[src/rtl/dlb_consts.svh]
/*
 * Constants for the divide and loop-branch execution block: opcodes,
 * flag bit positions and cycle counts.
 * Assumes it is included by bare name from rtl/ and nowhere redefined.
 */
`ifndef DLB_CONSTS_SVH
`define DLB_CONSTS_SVH

// opcode bytes as handed over by the decoder
`define DLB_OP_PREFIX        8'hf4
`define DLB_OP_DIV           8'hf8
`define DLB_OP_LOOP_A        8'hba
`define DLB_OP_LOOP_B        8'hca
`define DLB_OP_LOOP_FILE     8'hda

// status flag positions inside the 4-bit flag word
`define DLB_FLAG_C           3
`define DLB_FLAG_N           2
`define DLB_FLAG_Z           1
`define DLB_FLAG_V           0
`define DLB_FLAGS_OVERFLOW   4'hf

// machine cycle counts, one machine cycle per clk_i period
`define DLB_CYC_DIV_OVF      6'h0e
`define DLB_CYC_DIV_BASE     6'h37
`define DLB_CYC_DJ_ACC       6'h0a
`define DLB_CYC_DJ_FILE      6'h08
`define DLB_CYC_DJ_TAKEN     6'h02
`define DLB_CYC_NEVER        6'h3f

// divider step count and cycle counter width
`define DLB_DIV_STEPS        4'h8
`define DLB_CNT_W            6

`endif

[src/rtl/dlb_pkg.sv]
/*
 * Types for the divide and loop-branch execution block.
 * Assumes dlb_consts.svh is on the include path.
 */
package dlb_pkg;

    typedef struct packed {
        logic        c;
        logic        n;
        logic        z;
        logic        v;
    } dlb_flags_t;

    typedef struct packed {
        logic [7:0]  opcode;
        logic        prefixed;
        logic [7:0]  acc_a;
        logic [7:0]  acc_b;
        logic [7:0]  file_register_operand;
        logic [7:0]  divisor_register;
        logic [7:0]  relative_offset_byte;
        logic [15:0] next_instr_address;
    } dlb_req_t;

    typedef struct packed {
        logic [7:0]  acc_a;
        logic [7:0]  acc_b;
        logic [7:0]  file_register_operand;
        logic [15:0] pc;
        dlb_flags_t  flags;
    } dlb_res_t;

    typedef enum logic [2:0] {
        DLB_K_NONE   = 3'h0,
        DLB_K_DIV    = 3'h1,
        DLB_K_DJ_A   = 3'h2,
        DLB_K_DJ_B   = 3'h3,
        DLB_K_DJ_F   = 3'h4
    } dlb_kind_t;

    // gray along idle -> divide -> hold only; hold -> idle flips both bits
    typedef enum logic [1:0] {
        DLB_S_IDLE   = 2'b00,
        DLB_S_DIVIDE = 2'b01,
        DLB_S_HOLD   = 2'b11
    } dlb_state_t;

endpackage

[src/rtl/dlb_divider.sv]
/*
 * Restoring shift-subtract divider, 16 by 8 bits, one quotient bit per
 * clock. Assumes the caller has ruled out quotient overflow, so the
 * high dividend byte is below the divisor.
 */
`timescale 1ns/1ps
`include "dlb_consts.svh"

module dlb_divider (
    input  wire logic        clk_i,
    input  wire logic        rst_n_i,
    input  wire logic        start_i,
    input  wire logic [15:0] dividend_i,
    input  wire logic [7:0]  divisor_i,
    output logic             done_o,
    output logic [7:0]       quotient_o,
    output logic [7:0]       remainder_o
);

    logic [7:0] rem_q;
    logic [7:0] quo_q;
    logic [7:0] dvs_q;
    logic [3:0] step_q;
    logic       busy_q;
    logic       done_q;
    logic [8:0] trial;
    logic [8:0] diff;

    assign trial = {rem_q, quo_q[7]};
    assign diff  = trial - {1'b0, dvs_q};

    always_ff @(posedge clk_i or negedge rst_n_i) begin
        if (!rst_n_i) begin
            rem_q  <= 8'h00;
            quo_q  <= 8'h00;
            dvs_q  <= 8'h00;
            step_q <= 4'h0;
            busy_q <= 1'b0;
            done_q <= 1'b0;
        end else begin
            done_q <= 1'b0;
            if (start_i) begin
                rem_q  <= dividend_i[15:8];
                quo_q  <= dividend_i[7:0];
                dvs_q  <= divisor_i;
                step_q <= 4'h0;
                busy_q <= 1'b1;
            end else if (busy_q) begin
                // trial above 255 always exceeds an 8-bit divisor
                if (trial >= {1'b0, dvs_q}) begin
                    rem_q <= diff[7:0];
                    quo_q <= {quo_q[6:0], 1'b1};
                end else begin
                    rem_q <= trial[7:0];
                    quo_q <= {quo_q[6:0], 1'b0};
                end
                step_q <= step_q + 4'h1;
                if (step_q == `DLB_DIV_STEPS - 4'h1) begin
                    busy_q <= 1'b0;
                    done_q <= 1'b1;
                end
            end
        end
    end

    assign done_o      = done_q;
    assign quotient_o  = quo_q;
    assign remainder_o = rem_q;

endmodule

[src/rtl/dlb_exec.sv]
/*
 * Execution unit for the 16/8 divide and the decrement-branch-nonzero
 * loop instruction of an 8-bit core.
 * Assumes the decoder presents a complete request with start_i for one
 * cycle, and that register file, program counter and status register
 * apply the write enables in the cycle done_o is high.
 */
`timescale 1ns/1ps
`include "dlb_consts.svh"

// How it works
// - divide accumulator pair A:B by divisor register
// - quotient into A, remainder into B
// - test quotient overflow before dividing
// - overflow aborts, operands kept, all flags set
// - overflow divide completes in 14 cycles
// - normal divide takes 55 to 63 cycles
// - decrement operand, branch relative if nonzero
// - decrement and branch fused in one instruction
// - loop branch never touches status flags
// - three loop opcodes, 10/12 and 8/10 cycles

module dlb_exec (
    input  wire logic              clk_i,
    input  wire logic              rst_n_i,
    input  wire logic              start_i,
    input  wire dlb_pkg::dlb_req_t req_i,
    output logic                   ready_o,
    output logic                   busy_o,
    output logic                   done_o,
    output dlb_pkg::dlb_res_t      res_o,
    output logic                   wr_a_o,
    output logic                   wr_b_o,
    output logic                   wr_file_o,
    output logic                   wr_flags_o,
    output logic                   pc_load_o
);

    dlb_pkg::dlb_state_t       state_q;
    dlb_pkg::dlb_kind_t        kind;
    logic [`DLB_CNT_W-1:0]     cyc_q;
    logic [`DLB_CNT_W-1:0]     target_q;
    dlb_pkg::dlb_res_t         res_q;
    logic                      sel_a_q;
    logic                      sel_b_q;
    logic                      sel_file_q;
    logic                      sel_flags_q;
    logic                      sel_pc_q;
    logic                      accept;
    logic                      overflow;
    logic                      div_start;
    logic                      div_done;
    logic [7:0]                quotient;
    logic [7:0]                remainder;
    logic [7:0]                dj_operand;
    logic [7:0]                dj_value;
    logic                      dj_taken;
    logic [15:0]               dj_target;
    logic                      finish;

    function automatic dlb_pkg::dlb_kind_t decode_kind(
        input logic [7:0] op,
        input logic       prefixed
    );
        dlb_pkg::dlb_kind_t k;
        k = dlb_pkg::DLB_K_NONE;
        if (prefixed) begin
            if (op == `DLB_OP_DIV) begin
                k = dlb_pkg::DLB_K_DIV;
            end
        end else if (op == `DLB_OP_LOOP_A) begin
            k = dlb_pkg::DLB_K_DJ_A;
        end else if (op == `DLB_OP_LOOP_B) begin
            k = dlb_pkg::DLB_K_DJ_B;
        end else if (op == `DLB_OP_LOOP_FILE) begin
            k = dlb_pkg::DLB_K_DJ_F;
        end
        return k;
    endfunction

    function automatic logic [3:0] count_ones(input logic [7:0] v);
        logic [3:0] n;
        n = 4'h0;
        for (int i = 0; i < 8; i++) begin
            n = n + {3'h0, v[i]};
        end
        return n;
    endfunction

    assign kind   = decode_kind(req_i.opcode, req_i.prefixed);
    assign accept = start_i && (state_q == dlb_pkg::DLB_S_IDLE)
                    && (kind != dlb_pkg::DLB_K_NONE);

    // A at or above the divisor means the quotient cannot fit 8 bits;
    // a zero divisor lands here too, so no separate trap is needed
    assign overflow  = (req_i.acc_a >= req_i.divisor_register);
    assign div_start = accept && (kind == dlb_pkg::DLB_K_DIV) && !overflow;

    // one decrementer serves all three operand forms
    always_comb begin
        dj_operand = req_i.file_register_operand;
        if (kind == dlb_pkg::DLB_K_DJ_A) begin
            dj_operand = req_i.acc_a;
        end else if (kind == dlb_pkg::DLB_K_DJ_B) begin
            dj_operand = req_i.acc_b;
        end
    end

    assign dj_value  = dj_operand - 8'h01;
    assign dj_taken  = (dj_value != 8'h00);
    assign dj_target = req_i.next_instr_address
                       + {{8{req_i.relative_offset_byte[7]}},
                          req_i.relative_offset_byte};

    dlb_divider u_div (
        .clk_i       (clk_i),
        .rst_n_i     (rst_n_i),
        .start_i     (div_start),
        .dividend_i  ({req_i.acc_a, req_i.acc_b}),
        .divisor_i   (req_i.divisor_register),
        .done_o      (div_done),
        .quotient_o  (quotient),
        .remainder_o (remainder)
    );

    assign finish = (state_q == dlb_pkg::DLB_S_HOLD)
                    && (cyc_q == target_q - `DLB_CNT_W'(1));

    always_ff @(posedge clk_i or negedge rst_n_i) begin
        if (!rst_n_i) begin
            state_q <= dlb_pkg::DLB_S_IDLE;
        end else begin
            case (state_q)
                dlb_pkg::DLB_S_IDLE: begin
                    if (div_start) begin
                        state_q <= dlb_pkg::DLB_S_DIVIDE;
                    end else if (accept) begin
                        state_q <= dlb_pkg::DLB_S_HOLD;
                    end
                end
                dlb_pkg::DLB_S_DIVIDE: begin
                    if (div_done) begin
                        state_q <= dlb_pkg::DLB_S_HOLD;
                    end
                end
                dlb_pkg::DLB_S_HOLD: begin
                    if (finish) begin
                        state_q <= dlb_pkg::DLB_S_IDLE;
                    end
                end
                default: begin
                    state_q <= dlb_pkg::DLB_S_IDLE;
                end
            endcase
        end
    end

    // cycle 0 is the start cycle; done lands in cycle target-1
    always_ff @(posedge clk_i or negedge rst_n_i) begin
        if (!rst_n_i) begin
            cyc_q <= '0;
        end else if (accept) begin
            cyc_q <= `DLB_CNT_W'(1);
        end else if (state_q != dlb_pkg::DLB_S_IDLE) begin
            cyc_q <= cyc_q + `DLB_CNT_W'(1);
        end
    end

    // total length; a normal divide pays one cycle per quotient one bit
    always_ff @(posedge clk_i or negedge rst_n_i) begin
        if (!rst_n_i) begin
            target_q <= `DLB_CYC_NEVER;
        end else if (accept) begin
            case (kind)
                dlb_pkg::DLB_K_DIV: begin
                    target_q <= overflow ? `DLB_CYC_DIV_OVF
                                         : `DLB_CYC_NEVER;
                end
                dlb_pkg::DLB_K_DJ_F: begin
                    target_q <= `DLB_CYC_DJ_FILE
                                + (dj_taken ? `DLB_CYC_DJ_TAKEN : 6'h00);
                end
                default: begin
                    target_q <= `DLB_CYC_DJ_ACC
                                + (dj_taken ? `DLB_CYC_DJ_TAKEN : 6'h00);
                end
            endcase
        end else if (div_done && state_q == dlb_pkg::DLB_S_DIVIDE) begin
            target_q <= `DLB_CYC_DIV_BASE
                        + {2'b00, count_ones(quotient)};
        end
    end

    // result word; untouched fields keep the incoming operands
    always_ff @(posedge clk_i or negedge rst_n_i) begin
        if (!rst_n_i) begin
            res_q <= '0;
        end else if (accept) begin
            res_q.acc_a                 <= req_i.acc_a;
            res_q.acc_b                 <= req_i.acc_b;
            res_q.file_register_operand <= req_i.file_register_operand;
            res_q.pc                    <= req_i.next_instr_address;
            res_q.flags                 <= `DLB_FLAGS_OVERFLOW;
            if (kind == dlb_pkg::DLB_K_DJ_A) begin
                res_q.acc_a <= dj_value;
            end else if (kind == dlb_pkg::DLB_K_DJ_B) begin
                res_q.acc_b <= dj_value;
            end else if (kind == dlb_pkg::DLB_K_DJ_F) begin
                res_q.file_register_operand <= dj_value;
            end
            if (kind != dlb_pkg::DLB_K_DIV && dj_taken) begin
                res_q.pc <= dj_target;
            end
        end else if (div_done && state_q == dlb_pkg::DLB_S_DIVIDE) begin
            res_q.acc_a   <= quotient;
            res_q.acc_b   <= remainder;
            res_q.flags.c <= 1'b0;
            res_q.flags.v <= 1'b0;
            res_q.flags.n <= quotient[7];
            res_q.flags.z <= (quotient == 8'h00);
        end
    end

    // write selects, fixed at accept; both decrement and branch in one go
    always_ff @(posedge clk_i or negedge rst_n_i) begin
        if (!rst_n_i) begin
            sel_a_q     <= 1'b0;
            sel_b_q     <= 1'b0;
            sel_file_q  <= 1'b0;
            sel_flags_q <= 1'b0;
            sel_pc_q    <= 1'b0;
        end else if (accept) begin
            sel_a_q     <= (kind == dlb_pkg::DLB_K_DJ_A)
                           || div_start;
            sel_b_q     <= (kind == dlb_pkg::DLB_K_DJ_B) || div_start;
            sel_file_q  <= (kind == dlb_pkg::DLB_K_DJ_F);
            // loop forms never write the status register
            sel_flags_q <= (kind == dlb_pkg::DLB_K_DIV);
            // an overflowed divide leaves A, B and the divisor alone
            sel_pc_q    <= (kind != dlb_pkg::DLB_K_DIV) && dj_taken;
        end
    end

    assign ready_o    = (state_q == dlb_pkg::DLB_S_IDLE);
    assign busy_o     = (state_q != dlb_pkg::DLB_S_IDLE);
    assign done_o     = finish;
    assign res_o      = res_q;
    assign wr_a_o     = finish && sel_a_q;
    assign wr_b_o     = finish && sel_b_q;
    assign wr_file_o  = finish && sel_file_q;
    assign wr_flags_o = finish && sel_flags_q;
    assign pc_load_o  = finish && sel_pc_q;

endmodule

[config.mk]
export PLATFORM = sky130hd
export DESIGN_NAME = dlb_exec
export DESIGN_NICKNAME = d
export VERILOG_FILES = /design/src/rtl/dlb_pkg.sv /design/src/rtl/dlb_divider.sv /design/src/rtl/dlb_exec.sv
export VERILOG_INCLUDE_DIRS = /design/src /design/src/rtl
export SDC_FILE = /design/constraint.sdc
export NUM_CORES = 1
export LEC_CHECK = 0
export BUFFER_PORTS_ARGS = -buffer_cell sky130_fd_sc_hd__buf_2
export CORE_UTILIZATION = 60
export CTS_BUF_LIST = sky130_fd_sc_hd__clkbuf_4 sky130_fd_sc_hd__clkbuf_8
export DETAILED_ROUTE_END_ITERATION = 6
export GPL_TIMING_DRIVEN = 1
export PLACE_DENSITY = 0.85
export SKIP_LAST_GASP = 1
export SLEW_MARGIN = 15
export SYNTH_ARGS = -nofsm -noshare
export SYNTH_HDL_FRONTEND = slang
export SYNTH_SLANG_ARGS = --single-unit
[constraint.sdc]
create_clock -name clk_i -period 10.3 [get_ports clk_i]
set_input_delay 0.515 -clock clk_i [delete_from_list [all_inputs] [get_ports clk_i]]
set_output_delay 0.515 -clock clk_i [all_outputs]
set_load 0.05 [all_outputs]
==> results.ini, run 1 <==
[status]
status = completed

[power]
power_leakage_nw = 3.79
powerDensity_nw_per_um2 = 141
power.total_mw = 1.05
peakVddDrop_mv = 0.0714

[hold_path]
holdPathStages = 3
worst_hold_path_type = primary input to register

[layout]
fin_util_pct = 71.0
fin_cells = 1013
fin_nets = 987
multiInputGateArea_um2 = 3890
num_antenna_cells = 0
fill_cells = 830
fin_area_um2 = 7430
area_delta_synth_final_pct = 13.2
drive_gt1_share_pct = 19.6
regArea_um2 = 2310

[grt]
top_usage_layer = met2
grt_antenna_before_repair = 0
grt.met3_usage_pct = 5.84
met2_usage_pct = 54.0
grt_pass1_vias = 5994
globalRouteOverflowTotal = 0
gr-usage-met1_pct = 44.6
grt_usage_pct = 33.3
grt_max_degree = 82
grt_pass1_wl_um = 29800

[critical_path]
critPathLaunchType = primary input
crit_type = primary input to register
end_kind = register
critical_path.cell_chain = buf_2 > nor4bb_1 > nand3_1 > nand2b_1 > o21ai_0 > nor2_2 > o2111a_1 > buf_4 > nor4_1 > a211o_1
critPathMaxStageDelay_ns = 0.87
required_ns = 10.56
cp.arrival_ns = 4.30
r2r_cells = 13
critical_path.max_fanout = 49
slowest_stage = nor4bb_1

[place]
post-place-ws_ns = 5.93
gp_congestion = 0.963
io_buffer_count = 119
post-dp-hpwl_um = 13400
place_area_um2 = 7200
dp.cells = 996

[routing]
drc = 0
drt-initial-drc-count = 611
wl_per_cell_um = 17.8
dr.pass1.iters = 5
ant_nets = 0
dr_total_vias = 6281
vias_per_cell = 6.20
routed_wl_um = 18000

[synth]
syn_area_per_cell_um2 = 8.51
yosysWarnings = 0
synth_seq_area_share_pct = 35.2
synth-edff-count = 0
netlist_instances = 771
syn_area_um2 = 6560
async_flop_share_pct = 100
synth_nets = 886
ys_seq_elements = 92
synthFlopType = dfrtp_1
ys_types = 69

[timing]
drv_slew = 0
slew_headroom_pct = 24.1
finalCriticalPeriod_ns = 4.04
setup_violations = 0
max_freq_ghz = 0.247
fin_crit_sh_pct = 39.2
hold_slack_ns = 0.366
setup_tns_ns = 0
timing.final.ws_setup_ns = 6.26
finClkSkew_ns = 0.0127
rsz0062_at_grt = false
finalHoldViolations = 0
worst_pin_slew_ns = 1.14

[clock_tree]
cts-htree-levels = 3
post-cts-setup-buffers = 0
clk_latency_ns = 0.37
cts_max_path_buffers = 2
path_clk_slew_ns = 0.09
root_buffer = clkbuf_8
cts_buffers = 9
cts_resized = 0
cts_tree = yes
cts_hold_buf = 1
cts_sinks = 92

[floorplan]
core_area_um2 = 10500
ios = 120
floorplan.initialDensity_pct = 62.7
die_h_um = 107
die_area_um2 = 11400
rows = 37
die_w_um = 107

[flow_run]
maxCapViolCount = 0

[critical path: cells and delay by family]
kind            cells  cell delay [ns]
compound gates      3             0.93
buf+inv             2             0.56
simple gates        5             2.25
[state kept, by name (all words and copies together), names as in the netlist]
signal,cells
sel_file_q,1
u_div.remainder_o,8
u_div.quotient_o,8
sel_pc_q,1
target_q,6
u_div.step_q,4
sel_a_q,1
sel_flags_q,1
cyc_q,6
u_div.busy_q,1
u_div.done_o,1
sel_b_q,1
state_q,2
u_div.dvs_q,8
res_o,43
[synth_stat cells (all sizes together), types with 4 or more instances]
cell type | count | area [um2]
o211ai | 7 | 57.6
xnor2 | 19 | 166
nand2 | 130 | 488
mux2i | 28 | 280
nand2b | 6 | 37.5
xor2 | 16 | 140
a221oi | 5 | 50.0
and3 | 9 | 56.3
a31oi | 15 | 93.8
nor2 | 57 | 214
dfrtp | 86 | 2150
nand3b | 5 | 37.5
a21o | 16 | 120
clkbuf | 22 | 82.6
a221o | 5 | 50.1
buf | 14 | 100
or2 | 6 | 37.5
fa | 6 | 120
a211oi | 16 | 130
a211o | 4 | 35.0
nor2b | 5 | 31.3
o21a | 5 | 37.5
ha | 41 | 513
nand3 | 15 | 75.1
dfstp | 6 | 158
nor3 | 9 | 61.3
a21oi | 44 | 231
o21ai | 71 | 355
inv | 51 | 191
[cell type report]
cell class	instances	share of cell area [%]
clock buffer	10	1.77
clock inverter	6	1.20
inverter	51	2.58
multi-input combinational	592	52.3
sequential	92	31.1
tap	136	2.29
timing repair buffer	126	8.79
[logic make-up after synthesis]
logic type               count (synthesis)  synth area share, %
AO/OA/AOI/OAI                          211                 20.9
multiplexers                            31                 4.78
AND/OR/NAND/NOR                        268                 19.1
flip-flops                              92                 35.2
buffers and inverters                   87                 5.70
adder cells (fa/ha/maj)                 47                 9.65
XOR/XNOR                                35                 4.67
[where the power goes]
group / switching, mW / total (mW) / leakage [nW] / internal [mW]
Combinational: 0.213 / 0.327 / 2.58 / 0.114
Sequential: 0.0384 / 0.442 / 1.10 / 0.404
Clock: 0.138 / 0.277 / 0.106 / 0.140
Total: 0.389 / 1.05 / 3.79 / 0.658
[per-layer routing]
layer	vias up	part of all wire [%]
met4	0	3.0
met1	2997	41
met3	57	9.2
li1	2904	-
met2	323	47
met5	-	0
[cells in the final DEF, fill, tap and decap left out, types with 7 or more instances in the layout]
cell type,netlist,layout
nand3_1,15,15
a21oi_1,41,41
inv_1,51,51
dfrtp_1,86,86
xor2_1,16,16
nor3_1,7,7
nand2_1,130,130
ha_1,41,41
a21o_1,16,16
o21ai_1,7,7
xnor2_1,19,19
a211oi_1,14,14
a31oi_1,15,14
mux2i_1,28,28
nor2_1,57,56
buf_4,1,7
clkbuf_8,0,9
and3_1,9,9
o21ai_0,64,64
buf_2,10,118
[worst paths after layout]
kind | startpoint | endpoint | slack (ns)
min in group asynchronous | rst_n_i | u_div.remainder_o[6] | 0.51
setup / recovery | req_i[57] | u_div.remainder_o[7] | 6.26
setup reg to reg | u_div.quotient_o[0] | target_q[2] | 6.55
hold / removal | req_i[27] | u_div.dvs_q[3] | 0.37
max in group asynchronous | rst_n_i | res_o[22] | 8.55
hold reg to reg | sel_flags_q | sel_flags_q | 0.48
Note: power is estimated with default switching activity, not from simulation.
==> run 2: changes to the inputs <==
CORE_UTILIZATION = 58   (was 60)
PLACE_DENSITY = 0.83   (was 0.85)
clock period = 3.8 ns   (was 10.3 ns; I/O delays follow)
==> run 2 against run 1 <==
  * Combinational power grew to 2.8 times the previous value
  * First-iteration DRC count down 25%
  * Final area up 0.76%
  * Cell count rose by 1.1%
  * Clock power grew 120%
==> results.ini, run 2 (synthesis gave the netlist of run 1 again) <==
[status]
status = completed  ; unchanged

[timing]
finalHoldViolations = 0  ; unchanged
slew_headroom_pct = 25.1  ; was 24.1%
timing.final.ws_setup_ns = 0.102  ; was 6.26 ns
setup_tns_ns = 0  ; unchanged
fin_crit_sh_pct = 97.3
rsz0062_at_grt = true  ; was false
finClkSkew_ns = 0.0101  ; was 0.0127 ns
finalCriticalPeriod_ns = 3.70
setup_violations = 0  ; unchanged
worst_pin_slew_ns = 1.12  ; was 1.14 ns
drv_slew = 0  ; unchanged
max_freq_ghz = 0.270

[hold_path]
hold_start = req_i[27]  ; unchanged
min_to = u_div.dvs_q[3]  ; unchanged
worst_hold_path_type = primary input to register  ; unchanged
holdPathStages = 3  ; unchanged

[flow_run]
maxCapViolCount = 0  ; unchanged

[critical_path]
required_ns = 4.09  ; was 10.56 ns
end_kind = register  ; unchanged
crit_type = register to register  ; was primary input to register
cp.arrival_ns = 3.99  ; was 4.30 ns
r2r_slack_ns = 0.10  ; was 6.55 ns
r2r_start = u_div.quotient_o[1]  ; was u_div.quotient_o[0]
critPathLaunchType = register  ; was primary input
r2r_end = target_q[2]  ; unchanged
critical_path.max_fanout = 4  ; was 49
r2r_cells = 12  ; was 13

[clock_tree]
cts_tree = yes  ; unchanged
cts_max_path_buffers = 2  ; unchanged
cts_sinks = 92  ; unchanged
cts-htree-levels = 3  ; unchanged
path_clk_slew_ns = 0.10  ; was 0.09 ns
cts_buffers = 9  ; unchanged
root_buffer = clkbuf_8  ; unchanged
clk_latency_ns = 0.38  ; was 0.37 ns

[grt]
grt_pass1_wl_um = 28700  ; was 29800 um
grt_pass1_vias = 5928  ; was 5994
grt_usage_pct = 31.7  ; was 33.3%
globalRouteOverflowTotal = 0  ; unchanged
grt_max_degree = 59  ; was 82
grt_antenna_before_repair = 1  ; was 0

[routing]
ant_nets = 0  ; unchanged
drt-initial-drc-count = 458  ; was 611
vias_per_cell = 6.05  ; was 6.20
dr_total_vias = 6195  ; was 6281
drc = 0  ; unchanged
wl_per_cell_um = 17.5  ; was 17.8 um
dr.pass1.iters = 7  ; was 5
routed_wl_um = 17900  ; was 18000 um

[layout]
final_cell_mix = nand2_1 (130), buf_2 (118), dfrtp_1 (85), o21ai_0 (64), nor2_1 (56)  ; was nand2_1 (130), buf_2 (118), dfrtp_1 (86), o21ai_0 (64), nor2_1 (56)
num_antenna_cells = 0  ; unchanged
final_common_cell = nand2_1  ; unchanged
fin_nets = 995  ; was 987
fin_area_um2 = 7490  ; was 7430 um2
area_delta_synth_final_pct = 14.1  ; was 13.2%
fin_cells = 1024  ; was 1013
largest_reg_flops = 43  ; unchanged
drive_gt1_share_pct = 21.2  ; was 19.6%

[place]
dp.cells = 1006  ; was 996
post-dp-hpwl_um = 13300  ; was 13400 um
place_area_um2 = 7250  ; was 7200 um2
io_buffer_count = 119  ; unchanged
gp_congestion = 0.961  ; was 0.963
post-place-ws_ns = 0.0723  ; was 5.93 ns

[power]
peakVddDrop_mv = 0.221  ; was 0.0714 mV
power_leakage_nw = 3.80  ; was 3.79 nW
powerDensity_nw_per_um2 = 364  ; was 141 nW/um2

[floorplan]
die_w_um = 108  ; was 107 um
floorplan.initialDensity_pct = 60.0  ; was 62.7%
core_area_um2 = 10900  ; was 10500 um2
ios = 120  ; unchanged
rows = 38  ; was 37
die_h_um = 108  ; was 107 um
die_area_um2 = 11700  ; was 11400 um2

run 2: critical path: stages (launching register included):
cell,delay [ns]
dfrtp_2,0.44
fa_1,0.55
inv_2,0.04
fa_1,0.47
fa_1,0.56
inv_2,0.05
ha_4,0.15
fa_1,0.40
xnor2_1,0.32
nand2_1,0.19
a21oi_4,0.18
a211oi_2,0.06
a21oi_1,0.19
run 2: metrics by stage:
stage	hold slack [ns]	total power, mW	util, %
2_1_floorplan	-0.106	1.83	-
3_3_place_gp	0.304	2.04	66.3
3_5_place_dp	0.309	2.08	66.3
4_1_cts	0.0173	2.70	67.9
5_1_grt	0.0429	2.87	68.5
6_report	0.0229	2.72	68.5
run 2: worst max-delay path by stage:
| stage | start | endpoint | slack (ns) | depth (start not counted) |
|---|---|---|---|---|
| 4_1_cts | u_div.quotient_o[0] | target_q[2] | 0.05 | 13 |
| 6_report | u_div.quotient_o[1] | target_q[2] | 0.10 | 12 |
| 3_3_place_gp | u_div.quotient_o[0] | target_q[2] | 0.21 | 13 |
| 5_1_grt | u_div.quotient_o[1] | target_q[2] | -0.09 | 12 |
| 3_5_place_dp | u_div.quotient_o[0] | target_q[2] | 0.07 | 13 |
| 2_1_floorplan | u_div.quotient_o[0] | target_q[2] | 0.31 | 13 |
run 2: timing repair:
item | 4_1_cts | 5_1_grt
setup endpoints to repair | 0 | 1
setup buffers | 0 | 2
hold buffers | 1 | 0
endpoints found under the hold margin | 51 | 0
gates resized for setup | 0 | 12
run 2: cell type report:
cell class / count / area (um2)
Clock buffer: 11 / 139
Clock inverter: 4 / 27.5
Fill cell: 909 / 3450
Inverter: 51 / 191
Multi-Input combinational cell: 592 / 3930
Sequential cell: 92 / 2310
Tap cell: 140 / 175
Timing Repair Buffer: 134 / 713
run 2: power by group:
group,switching (mW),total (mW),internal [mW]
clock,0.373,0.621,0.248
combinational,0.582,0.905,0.323
sequential,0.103,1.20,1.10
total,1.06,2.72,1.67
run 2: per-layer routing:
| layer | GRT usage (%) | wire, um | share of wire, % | vias up |
|---|---|---|---|---|
| li1 | - | - | - | 2926 |
| met1 | 41.3 | 7670 | 43 | 2942 |
| met2 | 51.4 | 8240 | 46 | 276 |
| met3 | 6.45 | 1410 | 7.9 | 49 |
| met4 | 13.2 | 567 | 3.2 | 2 |
| met5 | 0 | 13 | 0.073 | - |
==> run 3: changes to the inputs <==
CELL_PAD_IN_SITES_DETAIL_PLACEMENT = 0   (was unset)
CELL_PAD_IN_SITES_GLOBAL_PLACEMENT = 1   (was unset)
CORE_UTILIZATION = 44   (was 58)
PLACE_DENSITY = unset   (was 0.83)
PLACE_DENSITY_LB_ADDON = 0.1   (was unset)
==> run 3 against run 2 <==
  * Setup slack better by 0.040 ns
  * Global-route usage is 6.8 points lower
  * Flip-flop and latch count unchanged
  * Maximum frequency rose by 1.1%
  * Cell count is 4.9% higher
  * First-iteration DRC count shrank 25%
  * Wire length rose by 3.6%
  * Largest cell class unchanged
==> results.ini, run 3 (synthesis gave the netlist of run 1 again) <==
[power]
power_frac_seq_pct = 41.8  ; was 44.0%
swShare_pct = 36.9  ; was 38.8%
peakVddDrop_mv = 0.159  ; was 0.221 mV
powerDensity_nw_per_um2 = 374  ; was 364 nW/um2
p_int_mw = 1.80  ; was 1.67 mW
p_sw_mw = 1.05  ; was 1.06 mW
combPwrFrac_pct = 31.6  ; was 33.2%
p_clk_share_pct = 26.6  ; was 22.8%
power_leakage_nw = 3.85  ; was 3.80 nW

[place]
io_buffer_count = 119  ; unchanged
place_area_um2 = 7330  ; was 7250 um2
post-place-ws_ns = 0.0960  ; was 0.0723 ns
post-dp-hpwl_um = 14200  ; was 13300 um
gp_congestion = 0.887  ; was 0.961

[critical_path]
end_kind = register  ; unchanged
critPathLaunchType = register  ; unchanged
crit_type = register to register  ; unchanged
critical_path.max_fanout = 4  ; unchanged
cp.arrival_ns = 3.97  ; was 3.99 ns
r2r_slack_ns = 0.14  ; was 0.10 ns
required_ns = 4.11  ; was 4.09 ns

[grt]
grt_usage_pct = 24.9  ; was 31.7%
globalRouteOverflowTotal = 0  ; unchanged
grt_max_degree = 65  ; was 59
grt_pass1_vias = 5627  ; was 5928
grt_pass1_wl_um = 29100  ; was 28700 um
grt_antenna_before_repair = 0  ; was 1

[clock_tree]
root_buffer = clkbuf_8  ; unchanged
clk_latency_ns = 0.38  ; about the same
cts_buffers = 9  ; unchanged
path_clk_slew_ns = 0.10  ; about the same
cts_tree = yes  ; unchanged
cts_max_path_buffers = 2  ; unchanged
cts_sinks = 92  ; unchanged
cts-htree-levels = 3  ; unchanged

[routing]
dr.pass1.iters = 5  ; was 7
dr_total_vias = 5986  ; was 6195
wl_per_cell_um = 17.3  ; was 17.5 um
routed_wl_um = 18600  ; was 17900 um
ant_nets = 0  ; unchanged
vias_per_cell = 5.57  ; was 6.05
drt-initial-drc-count = 342  ; was 458
drc = 0  ; unchanged

[timing]
finalCriticalPeriod_ns = 3.66  ; was 3.70 ns
drv_slew = 0  ; unchanged
slew_headroom_pct = 25.5  ; was 25.1%
setup_violations = 0  ; unchanged
worst_pin_slew_ns = 1.12  ; about the same
fin_crit_sh_pct = 96.3  ; was 97.3%
finalHoldViolations = 0  ; unchanged
timing.final.ws_setup_ns = 0.142  ; was 0.102 ns
hold_slack_ns = 0.0318  ; was 0.0229 ns
finClkSkew_ns = 0.00866  ; was 0.0101 ns
max_freq_ghz = 0.273  ; was 0.270 GHz

[floorplan]
ios = 120  ; unchanged
die_w_um = 124  ; was 108 um
core_area_um2 = 14500  ; was 10900 um2
floorplan.initialDensity_pct = 45.2  ; was 60.0%
die_area_um2 = 15400  ; was 11700 um2
rows = 44  ; was 38
die_h_um = 124  ; was 108 um

[layout]
final_cell_mix = nand2_1 (130), buf_2 (118), dfrtp_1 (85), o21ai_0 (64), nor2_1 (56)  ; unchanged
area_delta_synth_final_pct = 16.1  ; was 14.1%
largest_reg_flops = 43  ; unchanged
final_common_cell = nand2_1  ; unchanged
fin_area_um2 = 7620  ; was 7490 um2
fill_cells = 1438  ; was 909
drive_gt1_share_pct = 21.6  ; was 21.2%
fin_nets = 999  ; was 995

[hold_path]
worst_hold_path_type = primary input to register  ; unchanged

[status]
status = completed  ; unchanged

[flow_run]
maxCapViolCount = 0  ; unchanged

==> run 3: power groups by stage <==
| stage | clock network (mW) | registers, mW | logic (mW) |
|---|---|---|---|
| after floorplan | 0 | 1.37 | 0.455 |
| after detailed placement | 0 | 1.21 | 0.873 |
| final | 0.758 | 1.19 | 0.902 |
| after CTS | 0.768 | 1.19 | 0.880 |
| after global placement | 0 | 1.21 | 0.854 |
| after global routing | 0.808 | 1.21 | 0.997 |
==> run 3: through the flow <==
| step | instances | setup TNS [ns] | power, mW | util [%] |
|---|---|---|---|---|
| after floorplan | 771 | 0 | 1.83 | - |
| after global placement | 1053 | 0 | 2.06 | 50.4 |
| after detailed placement | 1053 | 0 | 2.09 | 50.4 |
| after CTS | 1070 | 0 | 2.84 | 52.0 |
| after global routing | 1073 | -0.00472 | 3.02 | 52.4 |
| final | 1074 | 0 | 2.85 | 52.4 |
==> run 3: worst max-delay path, cell delays in order (launching register included) <==
cell	delay, ns
dfrtp_2	0.44
fa_1	0.56
inv_2	0.04
fa_1	0.48
fa_1	0.56
inv_2	0.04
ha_4	0.15
fa_1	0.53
inv_2	0.05
ha_4	0.15
or2_4	0.22
a21oi_2	0.13
a211oi_2	0.05
a21oi_1	0.17
==> run 3: per-layer routing <==
layer | up-vias | part of all wire [%] | track usage [%]
met4 | 0 | 2.7 | 9.45
met5 | - | 0 | 0
met1 | 2856 | 49 | 36.7
li1 | 2936 | - | -
met3 | 30 | 4.9 | 2.70
met2 | 164 | 43 | 36.9
==> run 3: worst paths after layout <==
path / startpoint / endpoint / depth (start not counted)
max: u_div.quotient_o[1] / target_q[2] / 13
min: req_i[28] / u_div.dvs_q[4] / 3
max reg2reg: u_div.quotient_o[1] / target_q[2] / 13
min reg2reg: sel_flags_q / sel_flags_q / 2
max in group asynchronous: rst_n_i / target_q[1] / 3
min in group asynchronous: rst_n_i / u_div.dvs_q[2] / 2
==> run 3: cell type report <==
| class | count | area (um2) | share of cell area, % |
|---|---|---|---|
| clock buffers | 10 | 131 | 1.72 |
| multi-input cells | 592 | 3930 | 51.5 |
| inverters | 51 | 191 | 2.51 |
| well taps | 184 | 230 | 3.02 |
| repair buffers | 138 | 743 | 9.75 |
| flip-flops and latches | 92 | 2310 | 30.3 |
| diodes | 1 | 2.50 | 0.0328 |
| clock inverters | 6 | 86.3 | 1.13 |
==> run 3: repair_timing <==
| item | CTS | global route |
|---|---|---|
| gates resized for setup | 0 | 11 |
| buffers inserted | 0 | 3 |
| endpoints found under the hold margin | 63 | 0 |
| endpoints found under the setup margin | 0 | 1 |
| hold buffers | 1 | 0 |
